## config.mk

```make
export PLATFORM = sky130hd
export DESIGN_NAME = sff_top
export DESIGN_NICKNAME = d
export VERILOG_FILES = /design/src/core/sff_pkg.sv /design/src/core/sff_parity.sv /design/src/core/sff_prescaler.sv /design/src/core/sff_top.sv
export SDC_FILE = /design/constraint.sdc
export NUM_CORES = 1
export LEC_CHECK = 0
export BUFFER_PORTS_ARGS = -buffer_cell sky130_fd_sc_hd__buf_4
export CAP_MARGIN = 30
export CORE_MARGIN = 10
export CORE_UTILIZATION = 55
export CTS_CLUSTER_SIZE = 25
export DETAILED_ROUTE_END_ITERATION = 6
export GPL_TIMING_DRIVEN = 1
export MAX_ROUTING_LAYER = met4
export PLACE_DENSITY_LB_ADDON = 0.2
export SKIP_CTS_REPAIR_TIMING = 1
export SYNTH_ARGS = -nofsm -noshare
export SYNTH_HDL_FRONTEND = slang
export SYNTH_HIERARCHICAL = 1
export SYNTH_SLANG_ARGS = --single-unit
```

## constraint.sdc

```tcl
create_clock -name aclk -period 3.05 [get_ports aclk]
set_input_delay 0.305 -clock aclk [delete_from_list [all_inputs] [get_ports aclk]]
set_output_delay 0.305 -clock aclk [all_outputs]
set_load 0.01 [all_outputs]
```

## src/core/sff_pkg.sv

```systemverilog
// constants, field layout and state types of the serial frame format block
package sff_pkg;
   localparam int ADDR_W = 5;
   // register byte offsets
   localparam logic [4:0] OFS_FORMAT  = 5'h00;
   localparam logic [4:0] OFS_DIVISOR = 5'h04;
   localparam logic [4:0] OFS_TXDATA  = 5'h08;
   localparam logic [4:0] OFS_RXDATA  = 5'h0c;
   localparam logic [4:0] OFS_STATUS  = 5'h10;
   // format control field positions
   localparam int FMT_MODE  = 7;
   localparam int FMT_SEVEN = 6;
   localparam int FMT_PAR   = 5;
   localparam int FMT_ODD   = 4;
   localparam int FMT_STOP  = 3;
   localparam int FMT_MULTI = 2;
   localparam int FMT_PS_HI = 1;
   localparam int FMT_PS_LO = 0;
   // status field positions
   localparam int ST_RXV  = 0;
   localparam int ST_PERR = 1;
   localparam int ST_FERR = 2;
   localparam int ST_OVR  = 3;
   localparam int ST_BUSY = 4;
   localparam int TX_MPB  = 8;
   // reset values
   localparam logic [7:0] FORMAT_RST  = 8'h00;
   localparam logic [7:0] DIVISOR_RST = 8'h00;
   localparam logic [8:0] TXDATA_RST  = 9'h0ff;
   // prescaler count masks: divide by 1, 8, 32, 128
   localparam logic [6:0] PS_MASK_1   = 7'h00;
   localparam logic [6:0] PS_MASK_8   = 7'h07;
   localparam logic [6:0] PS_MASK_32  = 7'h1f;
   localparam logic [6:0] PS_MASK_128 = 7'h7f;
   // sixteen baud ticks per bit
   localparam logic [3:0] OS_LAST    = 4'hf;
   localparam logic [3:0] OS_MID     = 4'h7;
   localparam logic [3:0] OS_SYNC_RX = 4'h8;
   localparam logic [1:0] RESP_OKAY   = 2'h0;
   localparam logic [1:0] RESP_SLVERR = 2'h2;
   typedef enum logic [2:0] {TX_IDLE, TX_START, TX_DATA, TX_EXTRA,
                             TX_STOP1, TX_STOP2} sff_tx_st_e;
   typedef enum logic [2:0] {RX_IDLE, RX_START, RX_DATA, RX_EXTRA,
                             RX_STOP} sff_rx_st_e;
endpackage

```

## src/core/sff_parity.sv

```systemverilog
// parity of the data bits actually carried in one character
`timescale 1ns/1ps
`default_nettype none
module sff_parity
   import sff_pkg::*;
(
   input  wire logic [7:0] data,
   input  wire logic       seven,
   input  wire logic       odd,
   output logic            par_bit
);
   // top data bit drops out of the sum in seven-bit frames
   assign par_bit = (^(data & {~seven, 7'h7f})) ^ odd;
endmodule
`default_nettype wire

```

## src/core/sff_prescaler.sv

```systemverilog
// clock prescaler and baud tick generator (sixteen ticks per bit)
`timescale 1ns/1ps
`default_nettype none
module sff_prescaler
   import sff_pkg::*;
(
   input  wire logic       aclk,
   input  wire logic       aresetn,
   input  wire logic [1:0] sel,
   input  wire logic [7:0] divisor,
   output logic            ps_tick,
   output logic            btick
);
   logic [6:0] ps_cnt;
   logic [6:0] mask;
   logic [7:0] bcnt;

   // division select
   always_comb begin
      unique case (sel)
         2'h0: mask = PS_MASK_1;
         2'h1: mask = PS_MASK_8;
         2'h2: mask = PS_MASK_32;
         2'h3: mask = PS_MASK_128;
      endcase
   end

   // free running count; a tick each time the masked bits are all ones
   always_ff @(posedge aclk) begin
      if (!aresetn) begin
         ps_cnt  <= 7'h00;
         ps_tick <= 1'b0;
      end else begin
         ps_cnt  <= ps_cnt + 7'h01;
         ps_tick <= ((ps_cnt & mask) == mask);
      end
   end

   // baud tick every divisor+1 prescaled ticks
   always_ff @(posedge aclk) begin
      if (!aresetn) begin
         bcnt  <= 8'h00;
         btick <= 1'b0;
      end else begin
         btick <= 1'b0;
         if (ps_tick) begin
            if (bcnt >= divisor) begin
               bcnt  <= 8'h00;
               btick <= 1'b1;
            end else begin
               bcnt <= bcnt + 8'h01;
            end
         end
      end
   end

   property p_div8;
      @(posedge aclk) disable iff (!aresetn)
      (ps_tick && sel == 2'h1 && $past(sel) == 2'h1)
      |=> ##7 (ps_tick || sel != 2'h1);
   endproperty
   a_div8: assert property (p_div8) else $error("divide by 8 spacing");

   property p_div1;
      @(posedge aclk) disable iff (!aresetn)
      (sel == 2'h0 && $past(sel) == 2'h0 && $past(aresetn)) |-> ps_tick;
   endproperty
   a_div1: assert property (p_div1) else $error("undivided tick missing");
endmodule
`default_nettype wire

```

## src/core/sff_top.sv

```systemverilog
// serial channel with format control register, behind an AXI4-Lite slave
//
// The register addresses and the AXI4-Lite register port are this design's own decisions.
`timescale 1ns/1ps
`default_nettype none
// Contract
// - even parity: transmitted data plus parity bit has an even ones count
// - even parity: receiver checks data plus parity ones count is even
// - odd parity: transmitted data plus parity bit has an odd ones count
// - odd parity: receiver checks data plus parity ones count is odd
// - odd select matters only with parity enabled in asynchronous mode
// - transmit one stop bit when stop select is 0, two when 1
// - receiver checks only the first stop bit
// - a low second stop bit is taken as the next start bit
// - stop length and multiprocessor bits ignored in synchronous mode
// - multiprocessor enable bit 2 selects multiprocessor format
// - multiprocessor mode neither adds nor checks parity
// - prescaler select divides the clock by 1, 8, 32 or 128
// - mode bit 7: 0 asynchronous, 1 clocked synchronous
// - parity enable bit 5 adds and checks parity in asynchronous mode
// - character length bit: 0 eight data bits, 1 seven in asynchronous mode (synchronous mode always eight), LSB first
module sff_top
   import sff_pkg::*;
(
   input  wire logic              aclk,
   input  wire logic              aresetn,
   input  wire logic [ADDR_W-1:0] awaddr,
   input  wire logic              awvalid,
   output logic                   awready,
   input  wire logic [31:0]       wdata,
   input  wire logic [3:0]        wstrb,
   input  wire logic              wvalid,
   output logic                   wready,
   output logic [1:0]             bresp,
   output logic                   bvalid,
   input  wire logic              bready,
   input  wire logic [ADDR_W-1:0] araddr,
   input  wire logic              arvalid,
   output logic                   arready,
   output logic [31:0]            rdata,
   output logic [1:0]             rresp,
   output logic                   rvalid,
   input  wire logic              rready,
   input  wire logic              rxd_pin,
   output logic                   txd_pin,
   output logic                   sck_pin
);
   logic [7:0] serial_format_control;
   logic [7:0] bit_rate_divisor_register;
   logic [8:0] tx_data;
   logic [7:0] rx_data;
   logic       rx_mpb;
   logic       rx_valid, par_err, frm_err, ovr_err;
   logic       wr_en, rd_en, ps_tick, btick;
   logic       sync_mode, seven_bit_select, parity_enable;
   logic       multiproc_enable, par_odd, two_stop;
   logic       tx_go, tx_bit_end, rx_sample, rx_done, rx_perr_now;
   logic       tx_par, rx_par, rx_s1, rx_s2, rx_extra, rx_stop_bit;
   logic [2:0] last_idx, tx_cnt, rx_cnt;
   logic [3:0] tx_os, rx_os;
   logic [7:0] rx_shift;
   sff_tx_st_e tx_st;
   sff_rx_st_e rx_st;

   // live format decode; synchronous mode masks the async-only options
   assign sync_mode        = serial_format_control[FMT_MODE];
   assign seven_bit_select = serial_format_control[FMT_SEVEN] & ~sync_mode;
   assign multiproc_enable = serial_format_control[FMT_MULTI]
                             & ~sync_mode;
   assign parity_enable    = serial_format_control[FMT_PAR] & ~sync_mode
                             & ~multiproc_enable;
   assign par_odd          = serial_format_control[FMT_ODD];
   assign two_stop         = serial_format_control[FMT_STOP] & ~sync_mode;
   assign last_idx         = seven_bit_select ? 3'h6 : 3'h7;

   sff_prescaler u_presc (
      .aclk    (aclk),
      .aresetn (aresetn),
      .sel     (serial_format_control[FMT_PS_HI:FMT_PS_LO]),
      .divisor (bit_rate_divisor_register),
      .ps_tick (ps_tick),
      .btick   (btick)
   );

   sff_parity u_txpar (
      .data    (tx_data[7:0]),
      .seven   (seven_bit_select),
      .odd     (par_odd),
      .par_bit (tx_par)
   );

   sff_parity u_rxpar (
      .data    (rx_shift),
      .seven   (seven_bit_select),
      .odd     (par_odd),
      .par_bit (rx_par)
   );

   // write channel: address and data are taken together in one cycle
   always_ff @(posedge aclk) begin
      if (!aresetn) begin
         awready <= 1'b0;
         wready  <= 1'b0;
      end else if (awready) begin
         awready <= 1'b0;
         wready  <= 1'b0;
      end else if (awvalid && wvalid && !bvalid) begin
         awready <= 1'b1;
         wready  <= 1'b1;
      end
   end
   assign wr_en = awready && awvalid && wvalid;

   // write response; unmapped offsets answer slverr
   always_ff @(posedge aclk) begin
      if (!aresetn) begin
         bvalid <= 1'b0;
         bresp  <= RESP_OKAY;
      end else if (wr_en) begin
         bvalid <= 1'b1;
         unique case (awaddr)
            OFS_FORMAT, OFS_DIVISOR, OFS_TXDATA,
            OFS_RXDATA, OFS_STATUS: bresp <= RESP_OKAY;
            default:                bresp <= RESP_SLVERR;
         endcase
      end else if (bready) begin
         bvalid <= 1'b0;
      end
   end

   // software-written registers
   always_ff @(posedge aclk) begin
      if (!aresetn) begin
         serial_format_control     <= FORMAT_RST;
         bit_rate_divisor_register <= DIVISOR_RST;
      end else if (wr_en && wstrb[0]) begin
         if (awaddr == OFS_FORMAT)
            serial_format_control <= wdata[7:0];
         if (awaddr == OFS_DIVISOR)
            bit_rate_divisor_register <= wdata[7:0];
      end
   end

   // a write to tx data while the transmitter is busy is dropped
   assign tx_go = wr_en && wstrb[0] && awaddr == OFS_TXDATA
                  && tx_st == TX_IDLE;
   always_ff @(posedge aclk) begin
      if (!aresetn)
         tx_data <= TXDATA_RST;
      else if (tx_go)
         tx_data <= {wdata[TX_MPB] & wstrb[1], wdata[7:0]};
   end

   // read channel
   always_ff @(posedge aclk) begin
      if (!aresetn)
         arready <= 1'b0;
      else if (arready)
         arready <= 1'b0;
      else if (arvalid && !rvalid)
         arready <= 1'b1;
   end
   assign rd_en = arready && arvalid;

   always_ff @(posedge aclk) begin
      if (!aresetn) begin
         rvalid <= 1'b0;
         rdata  <= 32'h0000_0000;
         rresp  <= RESP_OKAY;
      end else if (rd_en) begin
         rvalid <= 1'b1;
         rresp  <= RESP_OKAY;
         unique case (araddr)
            OFS_FORMAT:  rdata <= {24'h00_0000, serial_format_control};
            OFS_DIVISOR: rdata <= {24'h00_0000, bit_rate_divisor_register};
            OFS_TXDATA:  rdata <= {23'h00_0000, tx_data};
            OFS_RXDATA:  rdata <= {23'h00_0000, rx_mpb, rx_data};
            OFS_STATUS:  rdata <= {27'h000_0000, tx_st != TX_IDLE,
                                   ovr_err, frm_err, par_err, rx_valid};
            default: begin
               rdata <= 32'h0000_0000;
               rresp <= RESP_SLVERR;
            end
         endcase
      end else if (rready) begin
         rvalid <= 1'b0;
      end
   end

   // transmitter bit timing: sixteen baud ticks per bit
   assign tx_bit_end = btick && tx_os == OS_LAST;
   always_ff @(posedge aclk) begin
      if (!aresetn)
         tx_os <= 4'h0;
      else if (tx_go)
         tx_os <= 4'h0;
      else if (btick)
         tx_os <= tx_os + 4'h1;
   end

   // transmit frame sequencer; synchronous mode sends bare data bits
   always_ff @(posedge aclk) begin
      if (!aresetn) begin
         tx_st  <= TX_IDLE;
         tx_cnt <= 3'h0;
      end else if (tx_go) begin
         tx_st  <= sync_mode ? TX_DATA : TX_START;
         tx_cnt <= 3'h0;
      end else if (tx_bit_end) begin
         unique case (tx_st)
            TX_IDLE:  tx_st <= TX_IDLE;
            TX_START: tx_st <= TX_DATA;
            TX_DATA: begin
               tx_cnt <= tx_cnt + 3'h1;
               if (tx_cnt == last_idx) begin
                  if (parity_enable || multiproc_enable)
                     tx_st <= TX_EXTRA;
                  else
                     tx_st <= sync_mode ? TX_IDLE : TX_STOP1;
               end
            end
            TX_EXTRA: tx_st <= TX_STOP1;
            TX_STOP1: tx_st <= two_stop ? TX_STOP2 : TX_IDLE;
            TX_STOP2: tx_st <= TX_IDLE;
         endcase
      end
   end

   // line level; extra bit is the parity bit or the multiprocessor bit
   always_ff @(posedge aclk) begin
      if (!aresetn) begin
         txd_pin <= 1'b1;
         sck_pin <= 1'b1;
      end else begin
         sck_pin <= !(sync_mode && tx_st == TX_DATA) || tx_os[3];
         unique case (tx_st)
            TX_START: txd_pin <= 1'b0;
            TX_DATA:  txd_pin <= tx_data[tx_cnt];
            TX_EXTRA: txd_pin <= multiproc_enable ? tx_data[TX_MPB]
                                                  : tx_par;
            default:  txd_pin <= 1'b1;
         endcase
      end
   end

   // two flops bring the receive pin into the clock domain
   always_ff @(posedge aclk) begin
      if (!aresetn) begin
         rx_s1 <= 1'b1;
         rx_s2 <= 1'b1;
      end else begin
         rx_s1 <= rxd_pin;
         rx_s2 <= rx_s1;
      end
   end

   // receive timing: start confirmed at mid bit, then one sample per bit
   assign rx_sample = btick && rx_os == OS_LAST;
   always_ff @(posedge aclk) begin
      if (!aresetn)
         rx_os <= 4'h0;
      else if (rx_st == RX_IDLE)
         rx_os <= sync_mode ? OS_SYNC_RX : 4'h0;
      else if (btick)
         rx_os <= (rx_st == RX_START && rx_os == OS_MID) ? 4'h0
                                                         : rx_os + 4'h1;
   end

   // a character completes at the first stop bit or the last sync bit
   assign rx_done = rx_sample && (rx_st == RX_STOP
                    || (sync_mode && rx_st == RX_DATA && rx_cnt == last_idx));

   // receive sequencer; only the first stop bit is ever looked at
   always_ff @(posedge aclk) begin
      if (!aresetn) begin
         rx_st    <= RX_IDLE;
         rx_cnt   <= 3'h0;
         rx_shift <= 8'h00;
         rx_extra <= 1'b0;
      end else begin
         unique case (rx_st)
            RX_IDLE: begin
               rx_cnt <= 3'h0;
               // a low line right after the first stop starts a new
               // character, so a zero second stop bit is a start bit
               if (sync_mode ? tx_go : !rx_s2) begin
                  rx_st    <= sync_mode ? RX_DATA : RX_START;
                  rx_shift <= 8'h00;
               end
            end
            RX_START: begin
               if (btick && rx_os == OS_MID)
                  rx_st <= rx_s2 ? RX_IDLE : RX_DATA;
            end
            RX_DATA: begin
               if (rx_sample) begin
                  rx_shift[rx_cnt] <= rx_s2;
                  rx_cnt           <= rx_cnt + 3'h1;
                  if (rx_cnt == last_idx) begin
                     if (sync_mode)
                        rx_st <= RX_IDLE;
                     else if (parity_enable || multiproc_enable)
                        rx_st <= RX_EXTRA;
                     else
                        rx_st <= RX_STOP;
                  end
               end
            end
            RX_EXTRA: begin
               if (rx_sample) begin
                  rx_extra <= rx_s2;
                  rx_st    <= RX_STOP;
               end
            end
            RX_STOP: begin
               if (rx_sample)
                  rx_st <= RX_IDLE;
            end
         endcase
      end
   end

   // check results; parity compared only while parity is in force
   assign rx_stop_bit = rx_s2;
   assign rx_perr_now = parity_enable && (rx_par != rx_extra);

   // received character and flags; a new event beats a clear
   always_ff @(posedge aclk) begin
      if (!aresetn) begin
         rx_data  <= 8'h00;
         rx_mpb   <= 1'b0;
         rx_valid <= 1'b0;
         par_err  <= 1'b0;
         frm_err  <= 1'b0;
         ovr_err  <= 1'b0;
      end else begin
         if (rd_en && araddr == OFS_RXDATA)
            rx_valid <= 1'b0;
         if (wr_en && wstrb[0] && awaddr == OFS_STATUS) begin
            if (wdata[ST_PERR]) par_err <= 1'b0;
            if (wdata[ST_FERR]) frm_err <= 1'b0;
            if (wdata[ST_OVR])  ovr_err <= 1'b0;
         end
         if (rx_done) begin
            rx_data  <= rx_shift;
            // the last sync bit is shifted in this same cycle
            if (sync_mode)
               rx_data[7] <= rx_s2;
            rx_mpb   <= multiproc_enable & rx_extra;
            rx_valid <= 1'b1;
            if (rx_valid)
               ovr_err <= 1'b1;
            if (rx_perr_now)
               par_err <= 1'b1;
            if (!sync_mode && !rx_stop_bit)
               frm_err <= 1'b1;
         end
      end
   end

   property p_tx_parity;
      @(posedge aclk) disable iff (!aresetn)
      ($past(tx_st) == TX_EXTRA && $past(parity_enable) && $stable(tx_data))
      |-> (txd_pin ^ (^(tx_data[7:0] & {~seven_bit_select, 7'h7f}))) == par_odd;
   endproperty
   a_tx_parity: assert property (p_tx_parity) else $error("tx parity bit wrong");

   property p_rx_parity;
      @(posedge aclk) disable iff (!aresetn)
      (rx_done && parity_enable && rx_par != rx_extra) |=> par_err;
   endproperty
   a_rx_parity: assert property (p_rx_parity) else $error("parity error not flagged");

   property p_no_par_check;
      @(posedge aclk) disable iff (!aresetn)
      (!par_err && rx_done && !parity_enable && !(wr_en && awaddr == OFS_STATUS))
      |=> !par_err;
   endproperty
   a_no_par_check: assert property (p_no_par_check) else $error("parity checked while off");

   property p_two_stop;
      @(posedge aclk) disable iff (!aresetn)
      (tx_st == TX_STOP1 && tx_bit_end && two_stop) |=> tx_st == TX_STOP2 ##2 txd_pin;
   endproperty
   a_two_stop: assert property (p_two_stop) else $error("second stop bit missing");

   property p_one_stop;
      @(posedge aclk) disable iff (!aresetn)
      (tx_st == TX_STOP1 && tx_bit_end && !two_stop && !tx_go) |=> tx_st == TX_IDLE;
   endproperty
   a_one_stop: assert property (p_one_stop) else $error("extra stop bit sent");

   property p_first_stop_only;
      @(posedge aclk) disable iff (!aresetn)
      (rx_st == RX_STOP && rx_sample) |=> rx_st == RX_IDLE;
   endproperty
   a_first_stop_only: assert property (p_first_stop_only) else $error("rx held past first stop");

   property p_sync_frame;
      @(posedge aclk) disable iff (!aresetn)
      sync_mode |-> !(tx_st inside {TX_START, TX_EXTRA, TX_STOP1, TX_STOP2});
   endproperty
   a_sync_frame: assert property (p_sync_frame) else $error("framing bits in sync mode");

   property p_mp_extra;
      @(posedge aclk) disable iff (!aresetn)
      ($past(tx_st) == TX_EXTRA && $past(multiproc_enable))
      |-> txd_pin == $past(tx_data[TX_MPB]);
   endproperty
   a_mp_extra: assert property (p_mp_extra) else $error("multiprocessor bit not sent");

   property p_seven_bits;
      @(posedge aclk) disable iff (!aresetn)
      (tx_st == TX_DATA && seven_bit_select) |-> tx_cnt != 3'h7;
   endproperty
   a_seven_bits: assert property (p_seven_bits) else $error("eighth bit sent in 7-bit mode");
endmodule
`default_nettype wire

```

# ---- Yosys cells after proc, flatten, opt, wreduce, memory -nomap -nowiden
# Index checks and enable logic that the tools add are counted.
dict set report totals {
  reg_bits 129
  input_bits 54
  output_inout_bits 43
  elab_cells 215
}
dict set report classes {
  addsub 6
  n_lt_le_gt_ge 4
  eq_ne 34
  n_mux 63
  bitwise_logic 16
  n_reduce_logical 59
}
# cell count
set op_table {}
lappend op_table {{2-to-1 mux 3 bit} 15}
lappend op_table {{one-hot mux 9 bit (5 select lines)} 1}
lappend op_table {{one-hot mux 3 bit (5 select lines)} 2}
lappend op_table {{one-hot mux 7 bit (4 select lines)} 1}
lappend op_table {{2-to-1 mux 1 bit} 27}
lappend op_table {{2-to-1 mux 8 bit} 3}
lappend op_table {{logical AND 1 bit} 22}
lappend op_table {{== test 5 x 4 -> 1 bit (second input constant)} 4}
lappend op_table {{AND 8 bit} 2}
lappend op_table {{2-to-1 mux 4 bit} 4}
lappend op_table {{one-hot mux 8 bit (2 select lines)} 1}
lappend op_table {{parity 8 bit} 2}
lappend op_table {{AND reduction 2 bit} 7}
lappend op_table {{== test 3 x 2 -> 1 bit (second input constant)} 4}
lappend op_table {{nonzero test 2 bit} 6}
lappend op_table {{== test 5 x 3 -> 1 bit (second input constant)} 2}
lappend op_table {{== test 5 bit (second input constant)} 2}
lappend op_table {{zero test 5 bit} 2}
lappend op_table {{OR reduction 5 bit} 2}
lappend op_table {{== test 3 bit (second input constant)} 3}
lappend op_table {{adder 4 x 1 -> 4 bit (second input constant)} 2}
lappend op_table {{adder 8 x 1 -> 8 bit (second input constant)} 1}
lappend op_table {{bitwise mux 8 bit} 1}
lappend op_table {{== test 4 bit (second input constant)} 2}
lappend op_table {{other kinds (33)} 64}

# ---- Depth between registers and ports, before layout
# Gate-level depths: netlist of run 1.
dict set report logic_depth {
  depth_word 10
  mapped_depth 8
  ltp_nobuf 8
}

# ---- Modules after synthesis
# Netlist of run 1, hierarchy kept.
# module instances cells_each area_each_um2 seq_area_each_um2
set modules_own_cells {}
lappend modules_own_cells {sff_top 1 495 4361.7 1741.7}
lappend modules_own_cells {sff_prescaler 1 94 895.9 340.3}
lappend modules_own_cells {sff_parity 2 8 88.8 0.0}

# ---- Worst setup path before layout of run 1
# No wires, ideal clock.
dict set report synth_path {
  path_kind {register to register}
  start {reg tx_data[2]}
  end {reg txd_pin}
  setup_time_ns 0.127
  arrival_ns 1.696
  required_time_ns 2.923
  setup_slack_ns 1.227
  path_stages_with_launch 8
  n_path_buf 0
  synth_period_minus_slack_ns 1.823
  path_cell_list {dfxtp_1 -> xnor2_1 -> xnor3_1 -> xnor2_1 -> mux2_2 -> nand2_1 -> a21oi_1 -> or3b_1}
}
dict set report synth_between {
  elab_chain_cells 5
  word_cells_on_any_way 7
  cone_classes {mux: 4; bitwise: 2; reduce/logical: 1}
}
# element line
set synth_lines {}
lappend synth_lines {{from (decl)} sff_top.sv:50} ;# logic [8:0] tx_data;
lappend synth_lines {{from (signal assigned)} sff_top.sv:151} ;# tx_data <= {wdata[TX_MPB] & wstrb[1], wdata[7:0]};
lappend synth_lines {{AND 8 bit} sff_parity.sv:13} ;# assign par_bit = (^(data & {~seven, 7'h7f})) ^ odd;
lappend synth_lines {{parity 8 bit} sff_parity.sv:13}
lappend synth_lines {{bitwise XOR 1 bit} sff_parity.sv:13}
lappend synth_lines {{net tx_par} sff_top.sv:58} ;# logic tx_par, rx_par, rx_s1, rx_s2, rx_extra, rx_stop_bit;
lappend synth_lines {{2-to-1 mux 1 bit} sff_top.sv:239} ;# TX_EXTRA: txd_pin <= multiproc_enable ? tx_data[TX_MPB]
lappend synth_lines {{one-hot mux 1 bit (3 select lines)} sff_top.sv:236} ;# unique case (tx_st)
lappend synth_lines {{to (signal assigned)} sff_top.sv:238} ;# TX_DATA: txd_pin <= tx_data[tx_cnt];
lappend synth_lines {{to (signal assigned)} sff_top.sv:239}
lappend synth_lines {{to (decl)} sff_top.sv:45} ;# output logic txd_pin,
# The timed path passes the listed nets, and every way through them passes these cells. The select of a mux whose other input is x is not followed.
# A chain may end at the register's enable or synchronous reset.

# ---- Worst setup path after layout of run 1
dict set report layout_path {
  start {reg tx_st[2]}
  end {reg tx_cnt[1]}
}
dict set report layout_between {
  elab_chain_cells 3
  word_cells_on_any_way 5
  cone_classes {eq/ne: 1; reduce/logical: 4}
}
# element line
set layout_lines {}
lappend layout_lines {{from (decl)} sff_top.sv:62} ;# sff_tx_st_e tx_st;
lappend layout_lines {{from (signal assigned)} sff_top.sv:207} ;# tx_st <= sync_mode ? TX_DATA : TX_START;
lappend layout_lines {{from (signal assigned)} sff_top.sv:219} ;# tx_st <= sync_mode ? TX_IDLE : TX_STOP1;
lappend layout_lines {{from (signal assigned)} sff_top.sv:223} ;# TX_STOP1: tx_st <= two_stop ? TX_STOP2 : TX_IDLE;
lappend layout_lines {{zero test 3 bit} sff_top.sv:146} ;# && tx_st == TX_IDLE;
lappend layout_lines {{logical AND 1 bit} sff_top.sv:146}
lappend layout_lines {{OR reduction 2 bit (no line)} n/a}
lappend layout_lines {{to (signal assigned)} sff_top.sv:214} ;# tx_cnt <= tx_cnt + 3'h1;
lappend layout_lines {{to (decl)} sff_top.sv:59} ;# logic [2:0] last_idx, tx_cnt, rx_cnt;
# Several ways; a longest one is shown, not always the timed one.

==> results.txt, run 1 <==
Between clock sinks in the finished design, the worst skew comes to 0.008588 ns. The tools report the count of TritonRoute iterations in the first routing pass as 5. The weighted congestion at the end of routability-driven global placement is 0.8799, and the average detailed-routed wire length per instance is 15.96 um. The cell at the root of the clock tree is clkbuf_8. The first global-routing pass estimated 20050 um of wire. The overall via count from detail_route came out at 4261. Number of enable flip-flop cells after synthesis: 0. Subtracting the final worst setup slack from the clock period gives 2.213 ns.

Walking the worst path, the cells encountered are nor3_1 -> nand3_1 -> nand2_1 -> nor2_1. For the worst setup path, the data arrival time is 2.48 ns. For the final routed database, the setup TNS stands at 0 ns.

Summing every instance area after synthesis gives 5435 um^2. The netlist uses 66 different library cells. The layout has 840 filler cells.

The flow ran to the end, and the final reports show no timing, DRC or antenna violations. CTS saw 104 sinks. The worst IR drop on VDD came out at 0.2425 mV. The portion of synthesized cell area occupied by the leading cell type was 0.3831; the total routing resource utilization after global routing was 0.1739. The number of global-route vias before repair was 4043. The headroom to the max-slew limit is 0.5429. The initial core utilization is 0.5612, and the maximum buffer depth of the clock tree is 2. For this design the top-level I/O count stands at 97.

The initial antenna violation count is 0, and the number of nets in the layout is 703. The chip height is 119.4 um, and the clock-pin slew of the registers on the worst-case setup and hold paths is 0.10 ns. The number of register bits inferred by synthesis is 104, and the number of setup violations in the final report is 0.

TritonCTS built the clock tree. The tools report the startpoint type of the worst setup path as a register. Largest area contributor in the netlist: dfxtp_1.

The average cell area after synthesis came out at 8.984 um^2. The final period utilization was 0.7256. In this run, CTS created clock tree buffers numbering 9. Using the TritonRoute via totals, the vias-per-cell ratio works out to 5.519. Wires add up to 12320 um. The logs give 14260 um^2 for the overall die area and 0 for the number of diodes. Entering global routing, the biggest net connects 57 pins. The highest net fanout along the worst path is 11. The logs give 0.6199 for the final cell utilization of the core and 36 for the count of standard-cell rows.

The tool flagged a number of max-cap violations equal to 0. The first routing iteration left 336 violations. For the worst-skew pair, the clock arrives at the later sink with an insertion delay of 0.38 ns. The worst-case hold slack is 0.1114 ns, and the number of buffers added on ports is 46. The number of pins exceeding their max-slew limit in the final report came out at 0. The number of cells after detailed placement was 757. The tightest min-delay check is of the input port to register type. The logs give 6 for the synthesis warning total and 0 for the hold violation total from the final report.

At the pin with the least slew margin, the transition time is 0.6803 ns. Data on the critical path is required at its endpoint by 3.31 ns. In this run the cell area measured after placement is 5762 um^2.

The cell count after synthesis came out at 605. The number of H-tree branching levels came out at 3. The logs give 451.8 MHz for the maximum clock frequency and 0.3831 for the proportion of synthesized chip area in sequential cells.

The synthesis-to-layout area growth was 10.45%; the share of final-layout standard cells stronger than drive strength 1 was 0.1299. The DRC violation count after routing is 0. Endpoint kind of the worst setup timing path: a register. In this run the horizontal extent of the chip is 119.4 um. The slowest cell on the critical path was nor3_1.

Summed over all layers, the global routing overflow is 0. The detail route stage leaves a number of antenna-violating nets equal to 0. Once layout is done, the placed cells without fillers occupy 6003 um^2.

The async set-reset flop share out of synthesis is 0, and the power density relative to cell area is 448.8 nW/um^2. In the synthesized netlist the dominant register cell turns out to be dfxtp_1. Setup repair after global routing left no endpoint under its margin. The tools report the static power due to leakage as 2.520 nW.

The critical path's largest stage delay is 0.61 ns, and the area inside the core boundary is 9684 um^2. Excluding fillers, the count of instances in the completed layout stands at 772. By area the synthesized netlist is led by dfxtp_1, mux2i_1, nand2_1.

After legalization and detailed placement, the total HPWL measured 9045 um. By startpoint and endpoint, the worst setup path is classified as register to register.
## cell type report
class / count / area (um^2) / share of cell area
flip-flops and latches: 104 / 2082 / 0.3468
clock buffers: 10 / 137.6 / 0.02293
clock inverters: 5 / 103.9 / 0.01730
well taps: 133 / 166.4 / 0.02772
multi-input cells: 453 / 3067 / 0.5108
inverters: 15 / 56.30 / 0.009379
repair buffers: 52 / 390.4 / 0.06503
## cell usage after synthesis, drive strengths merged (2+ instances only)
master     n
a41oi      2
nand4      8
o22ai      2
a22o       8
mux2i     46
or4b       3
o31ai      3
o21ai     13
nand3     17
or2        2
and3       2
dfxtp    104
o211a      3
mux2       2
nand2     63
buf       35
a21oi     17
clkbuf    22
nand3b     5
o21a       6
and2      10
xnor2     21
a221oi     5
a2111oi    2
a21boi     8
or3        3
nor2      48
nor4b      3
o2bb2ai   10
ha        14
inv       15
nand2b     9
nor3b      3
or4        2
a31oi      2
mux4       2
a211oi     2
xnor3      2
nor3      18
xor2      14
nor2b     35
## metrics by stage
| stage | total power (W) | worst slack, ns |
|---|---|---|
| 3_5_place_dp | 0.001684 | 0.8731 |
| 5_1_grt | 0.002797 | 0.6671 |
| 3_3_place_gp | 0.001677 | 0.8620 |
| 6_report | 0.002695 | 0.8369 |
| 4_1_cts | 0.002704 | 0.8467 |
| 2_1_floorplan | 0.001631 | 1.227 |
## registers in the layout, indices dropped and copies added (netlist names), 7 cells and up
| signal | flops |
|---|---|
| rx_data | 8 |
| serial_format_control | 8 |
| bit_rate_divisor_register | 8 |
| tx_data | 9 |
| u_presc/ps_cnt | 7 |
| rdata | 9 |
| rx_shift | 8 |
| u_presc/bcnt | 8 |
## power breakdown
part / switching (W) / total [W] / internal [W]
logic: 0.000139 / 0.000240 / 0.000101
registers: 0.0000372 / 0.00142 / 0.00138
clock network: 0.000472 / 0.00104 / 0.000565
total: 0.000648 / 0.00269 / 0.00205
## path summary, 6_finish.rpt
path / slack [ns] / start / to / cells after the start
setup / recovery: 0.84 / tx_st[2] / tx_cnt[1] / 4
hold reg to reg: 0.43 / rx_s1 / rx_s2 / 1
hold / removal: 0.11 / rxd_pin / rx_s1 / 2
setup reg to reg: 0.84 / tx_st[2] / tx_cnt[1] / 4
## per-layer routing
metal | global-route usage | part of all wire | vias to the layer above
li1 | - | - | 2108
met1 | 0.2208 | 0.47 | 2007
met2 | 0.2680 | 0.45 | 130
met3 | 0.03921 | 0.062 | 16
met4 | 0.05882 | 0.017 | 0
met5 | - | 0 | -
## critical path, delay by kind of cell (launching register included)
family / cells / cell delay [ns]
and+or+nand+nor: 4 / 1.70
DFF: 1 / 0.40
## cells in the final DEF, fill, tap and decap left out, types with 5 or more instances in the layout
master / instances
nand4_1: 8
a21oi_1: 16
nand2b_1: 8
o21ai_0: 12
xnor2_1: 19
nor3_1: 17
a21boi_0: 8
nand3b_1: 5
ha_1: 14
o2bb2ai_1: 10
and2_1: 10
nor2_1: 48
a22o_1: 8
buf_4: 52
nand3_1: 17
o21a_1: 6
nand2_1: 63
nor2b_1: 35
dfxtp_1: 104
xor2_1: 14
clkbuf_8: 10
mux2i_1: 46
inv_1: 15
conb_1: 25
## kinds of logic (layout without fill, tap and decap cells)
family                   count (synthesis)  in the layout  synth area share
AO/OA/AOI/OAI                           90             90            0.1250
XOR/XNOR                                37             37           0.06745
adder cells (fa/ha/maj)                 14             14           0.03223
buffers and inverters                   72             82           0.06929
flip-flops                             104            104            0.3831
multiplexers                            50             50           0.09714
other                                    1             25         0.0006899
AND/OR/NAND/NOR                        237            237            0.2251
Note: power is estimated with default switching activity, not from simulation.
==> inputs of run 2 (changes only) <==
==> constraint.sdc (replaced) <==
create_clock -name aclk -period 2.15 [get_ports aclk]
set_input_delay 0.215 -clock aclk [delete_from_list [all_inputs] [get_ports aclk]]
set_output_delay 0.215 -clock aclk [all_outputs]
set_load 0.01 [all_outputs]
==> run 2 against run 1 <==
Compared with the run above:
- via count grew 1.2%
- critical endpoint is now txd_pin
- largest power group unchanged
- register-to-register slack worse by 0.64 ns
- worst setup slack lost 0.64 ns
- largest cell class unchanged
==> results.txt, run 2 (same netlist as run 1, synthesis figures left out) <==
The flow ran to the end, and the final reports show no timing, DRC or antenna violations. The tools report the cell at the root of the clock tree as clkbuf_8. Total congestion overflow: 0.

For the overall via count from detail_route, the log shows 4313. The total routing resource utilization after global routing was 0.1770. The critical path is of the register to register type.

Routed wire length: 12530 um. The signal on the critical path passes through xnor2_2 -> xnor3_1 -> xnor2_1 -> mux2_2 -> nand2_1 -> a21oi_1 -> or3b_1. The share of final-layout standard cells stronger than drive strength 1 works out to 0.1431.

Before CTS, the worst setup slack after placement is 0.09466 ns. The run gives 0.04582 as the met3 routing resource usage after global routing. The run gives 5 as the count of TritonRoute iterations in the first routing pass. For this run, the top clock speed supported by timing is 511.7 MHz. Dividing the detail-routed wire length by the instance count gives 16.00 um. In the final layout, the registers with the most flip-flops are rdata (9), tx_data (9). The logs give 0 for the DRC violation count after routing and 104 for the number of clock sinks seen by CTS. In this run the number of H-tree levels came out at 3. The weighted congestion at the end of routability-driven global placement came out at 0.9369.

The worst hold path belongs to the class input port to register. The static power due to leakage is 2.553 nW, and the initial core utilization is 0.5612. Setup violations remaining at the end of the flow were counted as 0. The chip height was 119.4 um. The die covers 14260 um^2. The area inside the core boundary is 9684 um^2, and the max-cap violation count is 0. For this run, the slowest stage of the critical path takes 0.49 ns. Initial antenna violation count: 0.

During I/O placement, the number of pins put on the boundary was 97. The number of nets in the layout was 713; the clock latency on the worst-skew pair was 0.38 ns. Summed over all failing endpoints, the final setup total negative slack is 0 ns. The post-detailed-route count of antenna-violating nets was 0.

TritonCTS built the clock tree. The placed wire-length estimate after detailed placement is 9446 um. The library cells used most frequently in the layout, excluding fill and tap cells, are dfxtp_1, nand2_1, buf_4, nor2_1, mux2i_1. Relative to the synthesized area, the layout overhead comes to 11.21%. The worst clock skew came out at 0.008040 ns. The final period utilization is 0.9089, and the number of cells after detailed placement is 767. The startpoint type of the worst setup path was a register. The headroom to the max-slew limit came out at 0.6175.

Input and output buffers added on the ports amount to 46. The final cell utilization of the core is 0.6242. Placement-stage cell area: 5837 um^2.

The slowest stage of the critical path belongs to the cell dfxtp_1. The worst IR drop on VDD is 0.4307 mV. The library cell used most frequently in the layout, excluding fill and tap cells, is dfxtp_1.

At the worst endpoint, the required time is 2.42 ns. The power density relative to cell area came out at 602.3 nW/um^2. CTS buffer count: 9. Once layout is done, the placed cells without fillers occupy 6045 um^2. STA puts the critical path data arrival time at 2.23 ns. After clock tree synthesis, the clock-pin slew on the worst setup and hold paths is 0.10 ns. The worst hold path begins at rxd_pin. Count of standard-cell rows: 36. The run gives 0 as the number of diodes. The routing usage on met1 is 0.2270. The most critical setup path has its startpoint at serial_format_control[4]. In this run the critical register-to-register path is launched from serial_format_control[4]. Number of violations reported at the end of detailed-routing iteration 0: 275. In this run the horizontal extent of the chip is 119.4 um. The hold violation total from the final report came out at 0. Number of global-route vias before repair: 4133. The longest clock path from root to sink contains 2 buffers. Endpoint kind of the worst setup timing path: a register. The run gives 0 as the number of pins exceeding their max-slew limit in the final report.

The first global-routing pass estimated 20340 um of wire. Entering global routing, the biggest net connects 53 pins. At the pin with the least slew margin, the transition time is 0.5738 ns. The met2 track utilization from global routing was 0.2649. Along the worst path, the maximum fanout reaches 4. Subtracting the final worst setup slack from the clock period gives 1.954 ns. Leaving out filler cells and counting taps, the final layout contains 783.

After detailed routing, the number of vias per cell comes to 5.508. Setup repair after global routing left no endpoint under its margin. After layout, the worst setup slack is 0.1959 ns. In this run the most used layer during global routing was met2.
## run 2: worst max-delay path, delay by kind of cell (launching register included)
family	cells	cell delay (ns)
compound gates	1	0.06
xor+xnor	3	0.64
flops	1	0.49
mux	1	0.26
simple gates	2	0.40
## run 2: path summary, 6_finish.rpt
| path | slack [ns] | depth (start not counted) | to |
|---|---|---|---|
| worst max-delay path | 0.20 | 7 | txd_pin |
| worst min-delay path | 0.01 | 2 | rx_s1 |
| worst max register to register | 0.20 | 7 | txd_pin |
| worst min register to register | 0.43 | 1 | rx_s2 |
## run 2: layer usage
metal / vias up / part of all wire
met5: - / 0
met4: 0 / 0.017
met3: 20 / 0.068
met2: 148 / 0.45
met1: 2024 / 0.47
li1: 2121 / -
## run 2: metrics by stage
| step | total power (W) | hold slack (ns) |
|---|---|---|
| 2_1_floorplan | 0.002314 | 0.3165 |
| 3_3_place_gp | 0.002395 | 0.3981 |
| 3_5_place_dp | 0.002402 | 0.4073 |
| 4_1_cts | 0.003665 | 0.01111 |
| 5_1_grt | 0.003782 | 0.02172 |
| 6_report | 0.003641 | 0.01422 |
## run 2: layout make-up
type | instances | area [um^2]
fillers | 846 | 3640
clock inverters | 4 | 52.55
multi-input cells | 453 | 3067
repair buffers | 62 | 465.4
clock buffers | 12 | 155.1
well taps | 133 | 166.4
flip-flops and latches | 104 | 2082
inverters | 15 | 56.30
## run 2: power breakdown
group	leakage, nW	switching [W]	total [W]	internal, W
logic	1.60	0.000213	0.000369	0.000155
registers	0.841	0.0000367	0.00200	0.00196
clock network	0.107	0.000672	0.00128	0.000605
==> inputs of run 3 (changes only) <==
--- a/config.mk
+++ b/config.mk
@@ -14,6 +14,7 @@
 export GPL_TIMING_DRIVEN = 1
 export MAX_ROUTING_LAYER = met4
 export PLACE_DENSITY_LB_ADDON = 0.2
+export REMOVE_ABC_BUFFERS = 1
 export SKIP_CTS_REPAIR_TIMING = 1
 export SYNTH_ARGS = -nofsm -noshare
 export SYNTH_HDL_FRONTEND = slang
==> run 3 against run 2 <==
Compared with the run above:
- worst hold slack gained 0.014 ns
- sequential power hardly changed
- register-to-register slack better by 0.03 ns
- clock-buffer cell count unchanged
- sequential share of layout area is essentially flat
- total power rose by 0.40%
- first-iteration DRC count shrank 1.1%
- non-clock buffer count stayed put
- worst setup slack gained 0.030 ns
- final area grew 0.14%
- combinational power down 9.2%
- clock power barely moved
- largest power group unchanged
==> results.txt, run 3 (same netlist as run 1, synthesis figures left out) <==
For the total negative slack for setup checks, the log shows 0 ns. The worst setup path is launched from a register. The run gives 0.5612 as the initial core utilization. After clock tree synthesis, the clock-pin slew on the worst setup and hold paths is 0.09 ns. For this run, the post-layout net count is 713. The run gives 0.092 as the combinational power share. Number of global-route vias before repair: 4155. The cell repeated most along the worst path was xnor2_1. The overall die area came out at 14260 um^2.

For the total routing resource utilization after global routing, the log shows 0.1769. The minimum clock period after layout came out at 1.924 ns. The number of clock buffers added by TritonCTS is 9.

The initial antenna violation count was 0; the power density relative to cell area was 603.9 nW/um^2. The net switching share of the total power is 0.2509. IR analysis of the VDD net gives a maximum drop of 0.2607 mV. For the number of pins exceeding their max-slew limit in the final report, the log shows 0. The completed layout was analyzed and its total power is 0.003655 W. The largest registers in the layout are rdata (9), tx_data (9). The overall via count from detail_route was 4271; the area inside the core boundary was 9684 um^2. Relative to the synthesized area, the layout overhead comes to 11.37%. The tools report the placement-stage cell area as 5837 um^2.

Along the worst hold path, the cell count comes to 2. The headroom to the max-slew limit is 0.6474. The final cell utilization of the core is 0.6251, and the switching component of the power is 0.0009172 W. The tools report the endpoint kind of the worst setup timing path as a register. The H-tree was split into 3 levels. Setup repair after global routing left no endpoint under its margin.

The first global-routing pass estimated 20490 um of wire. The highest net fanout along the worst path works out to 4. TritonCTS built the clock tree. The library cell used most frequently in the layout, excluding fill and tap cells, is dfxtp_1. The via-per-instance ratio was 5.455; the share of final-layout standard cells stronger than drive strength 1 was 0.1446. The placed wire-length estimate after detailed placement came out at 9227 um. The post-detailed-route count of antenna-violating nets came out at 0. The tools report the cell at the root of the clock tree as clkbuf_8.

From left edge to right edge, the die measures 119.4 um. The critical path runs through a total of 7 cells. The tools report the hold violation total from the final report as 0. The logs give 0 for the number of setup violations in the final report and 5 for the count of TritonRoute iterations in the first routing pass.

The worst register-to-register path begins at tx_data[3]. The die is 119.4 um tall. The signal on the critical path passes through xnor2_1 -> xnor3_1 -> xnor2_1 -> mux2_2 -> nand2_1 -> a21oi_1 -> or3b_1. During placement, the flow inserted port buffers numbering 46.

Internal power comes to 0.002738 W. Clock latency on the worst-skew pair, taken at its later pin, is 0.37 ns. The average detailed-routed wire length per instance works out to 15.55 um. At the end of routability-driven placement, the weighted congestion stood at 0.8767. The final period utilization was 0.8949. After detailed routing, the number of remaining DRC violations is 0. The tools report the total non-filler cell area in the finished layout as 6053 um^2. The longest clock path from root to sink contains 2 buffers. The detailed router finished its first iteration with 272 violations. The logs give 519.8 MHz for the maximum clock frequency and 104 for the number of clock sinks seen by CTS. The hold path startpoint is rxd_pin.

For the maximum number of pins on one net before global-route repair, the log shows 37. Setup slack on the worst flop-to-flop path: 0.23 ns. The tools report the count of standard-cell rows as 36. The path with the worst hold slack has its endpoint at rx_s1. The routed wire length was 12170 um. Measured in cells, the most critical reg-to-reg path has a length of 7.

For the part of the power in the clock network, the log shows 0.358. The top cell types in the final layout, fill and taps aside, are dfxtp_1, nand2_1, buf_4, nor2_1, mux2i_1. The sequential cell fraction of total power came out at 0.551.

For the worst setup path, the data arrival time is 2.18 ns. Start-to-end type of the worst setup path: register to register. The worst hold-check path type was input port to register. The tools report the number of primary I/O pins as 97. The actual transition at the worst max-transition pin came out at 0.5276 ns. The worst path required time was 2.41 ns; the max-cap violation count was 0.

The number of diodes is 0. The number of buffers and inverters on the critical path works out to 0. The endpoint identified for the worst register-to-register timing path is txd_pin.

The kind of cell adding the most delay to the critical path is XOR/XNOR gates. For the final database, setup skew stands at 0.008156 ns. For this run the aggregate overflow at the end of global routing stands at 0.

For this design the static power due to leakage is 2.556 nW. The run finished with clean final reports. The critical path's largest stage delay came out at 0.42 ns. For this design, the slowest cell found on the critical path is xnor3_1.
## run 3: worst register-to-register path, delay by kind of cell (launching register included)
family | cells | cell delay, ns
xor gates and xnor gates | 3 | 0.69
muxes | 1 | 0.26
AOI/OAI and AO/OA | 1 | 0.06
DFF | 1 | 0.39
and+or+nand+nor | 2 | 0.41
## run 3: cell type report
class	instances	area [um^2]
fillers	824	3631
repair buffers	62	465.4
multi-input cells	453	3067
clock inverters	4	51.30
clock buffers	12	165.2
well taps	133	166.4
inverters	15	56.30
flip-flops and latches	104	2082
## run 3: metrics by stage
step                      hold slack [ns]  setup WS, ns  std cells
after floorplan                    0.2868        0.1309        572
after global placement             0.3902        0.1963        767
after detailed placement           0.3973        0.1780        767
after CTS                         0.01597        0.2238        783
after global routing              0.02113       0.06953        783
final                             0.02777        0.2260        783
## run 3: routing by layer
metal / vias to the layer above / share of wire / track usage
li1: 2130 / - / -
met2: 112 / 0.46 / 0.2725
met4: 0 / 0.025 / 0.06259
met3: 22 / 0.054 / 0.03921
met1: 2007 / 0.46 / 0.2242
met5: - / 0 / -
## run 3: worst max path at each step
stage | from | end | slack, ns
2_1_floorplan | serial_format_control[7] | txd_pin | 0.13
3_3_place_gp | awaddr[1] | rx_shift[2] | 0.20
3_5_place_dp | awaddr[1] | rx_shift[1] | 0.18
4_1_cts | tx_data[2] | txd_pin | 0.22
5_1_grt | rx_os[0] | frm_err | 0.07
6_report | tx_data[3] | txd_pin | 0.23
## run 3: power groups by stage
stage | sequential, W | combinational, W | clock [W]
global route | 0.00202 | 0.000375 | 0.00141
CTS | 0.00201 | 0.000334 | 0.00134
detailed placement | 0.00206 | 0.000333 | 0
finish | 0.00201 | 0.000335 | 0.00131
floorplan | 0.00205 | 0.000202 | 0
global placement | 0.00206 | 0.000328 | 0
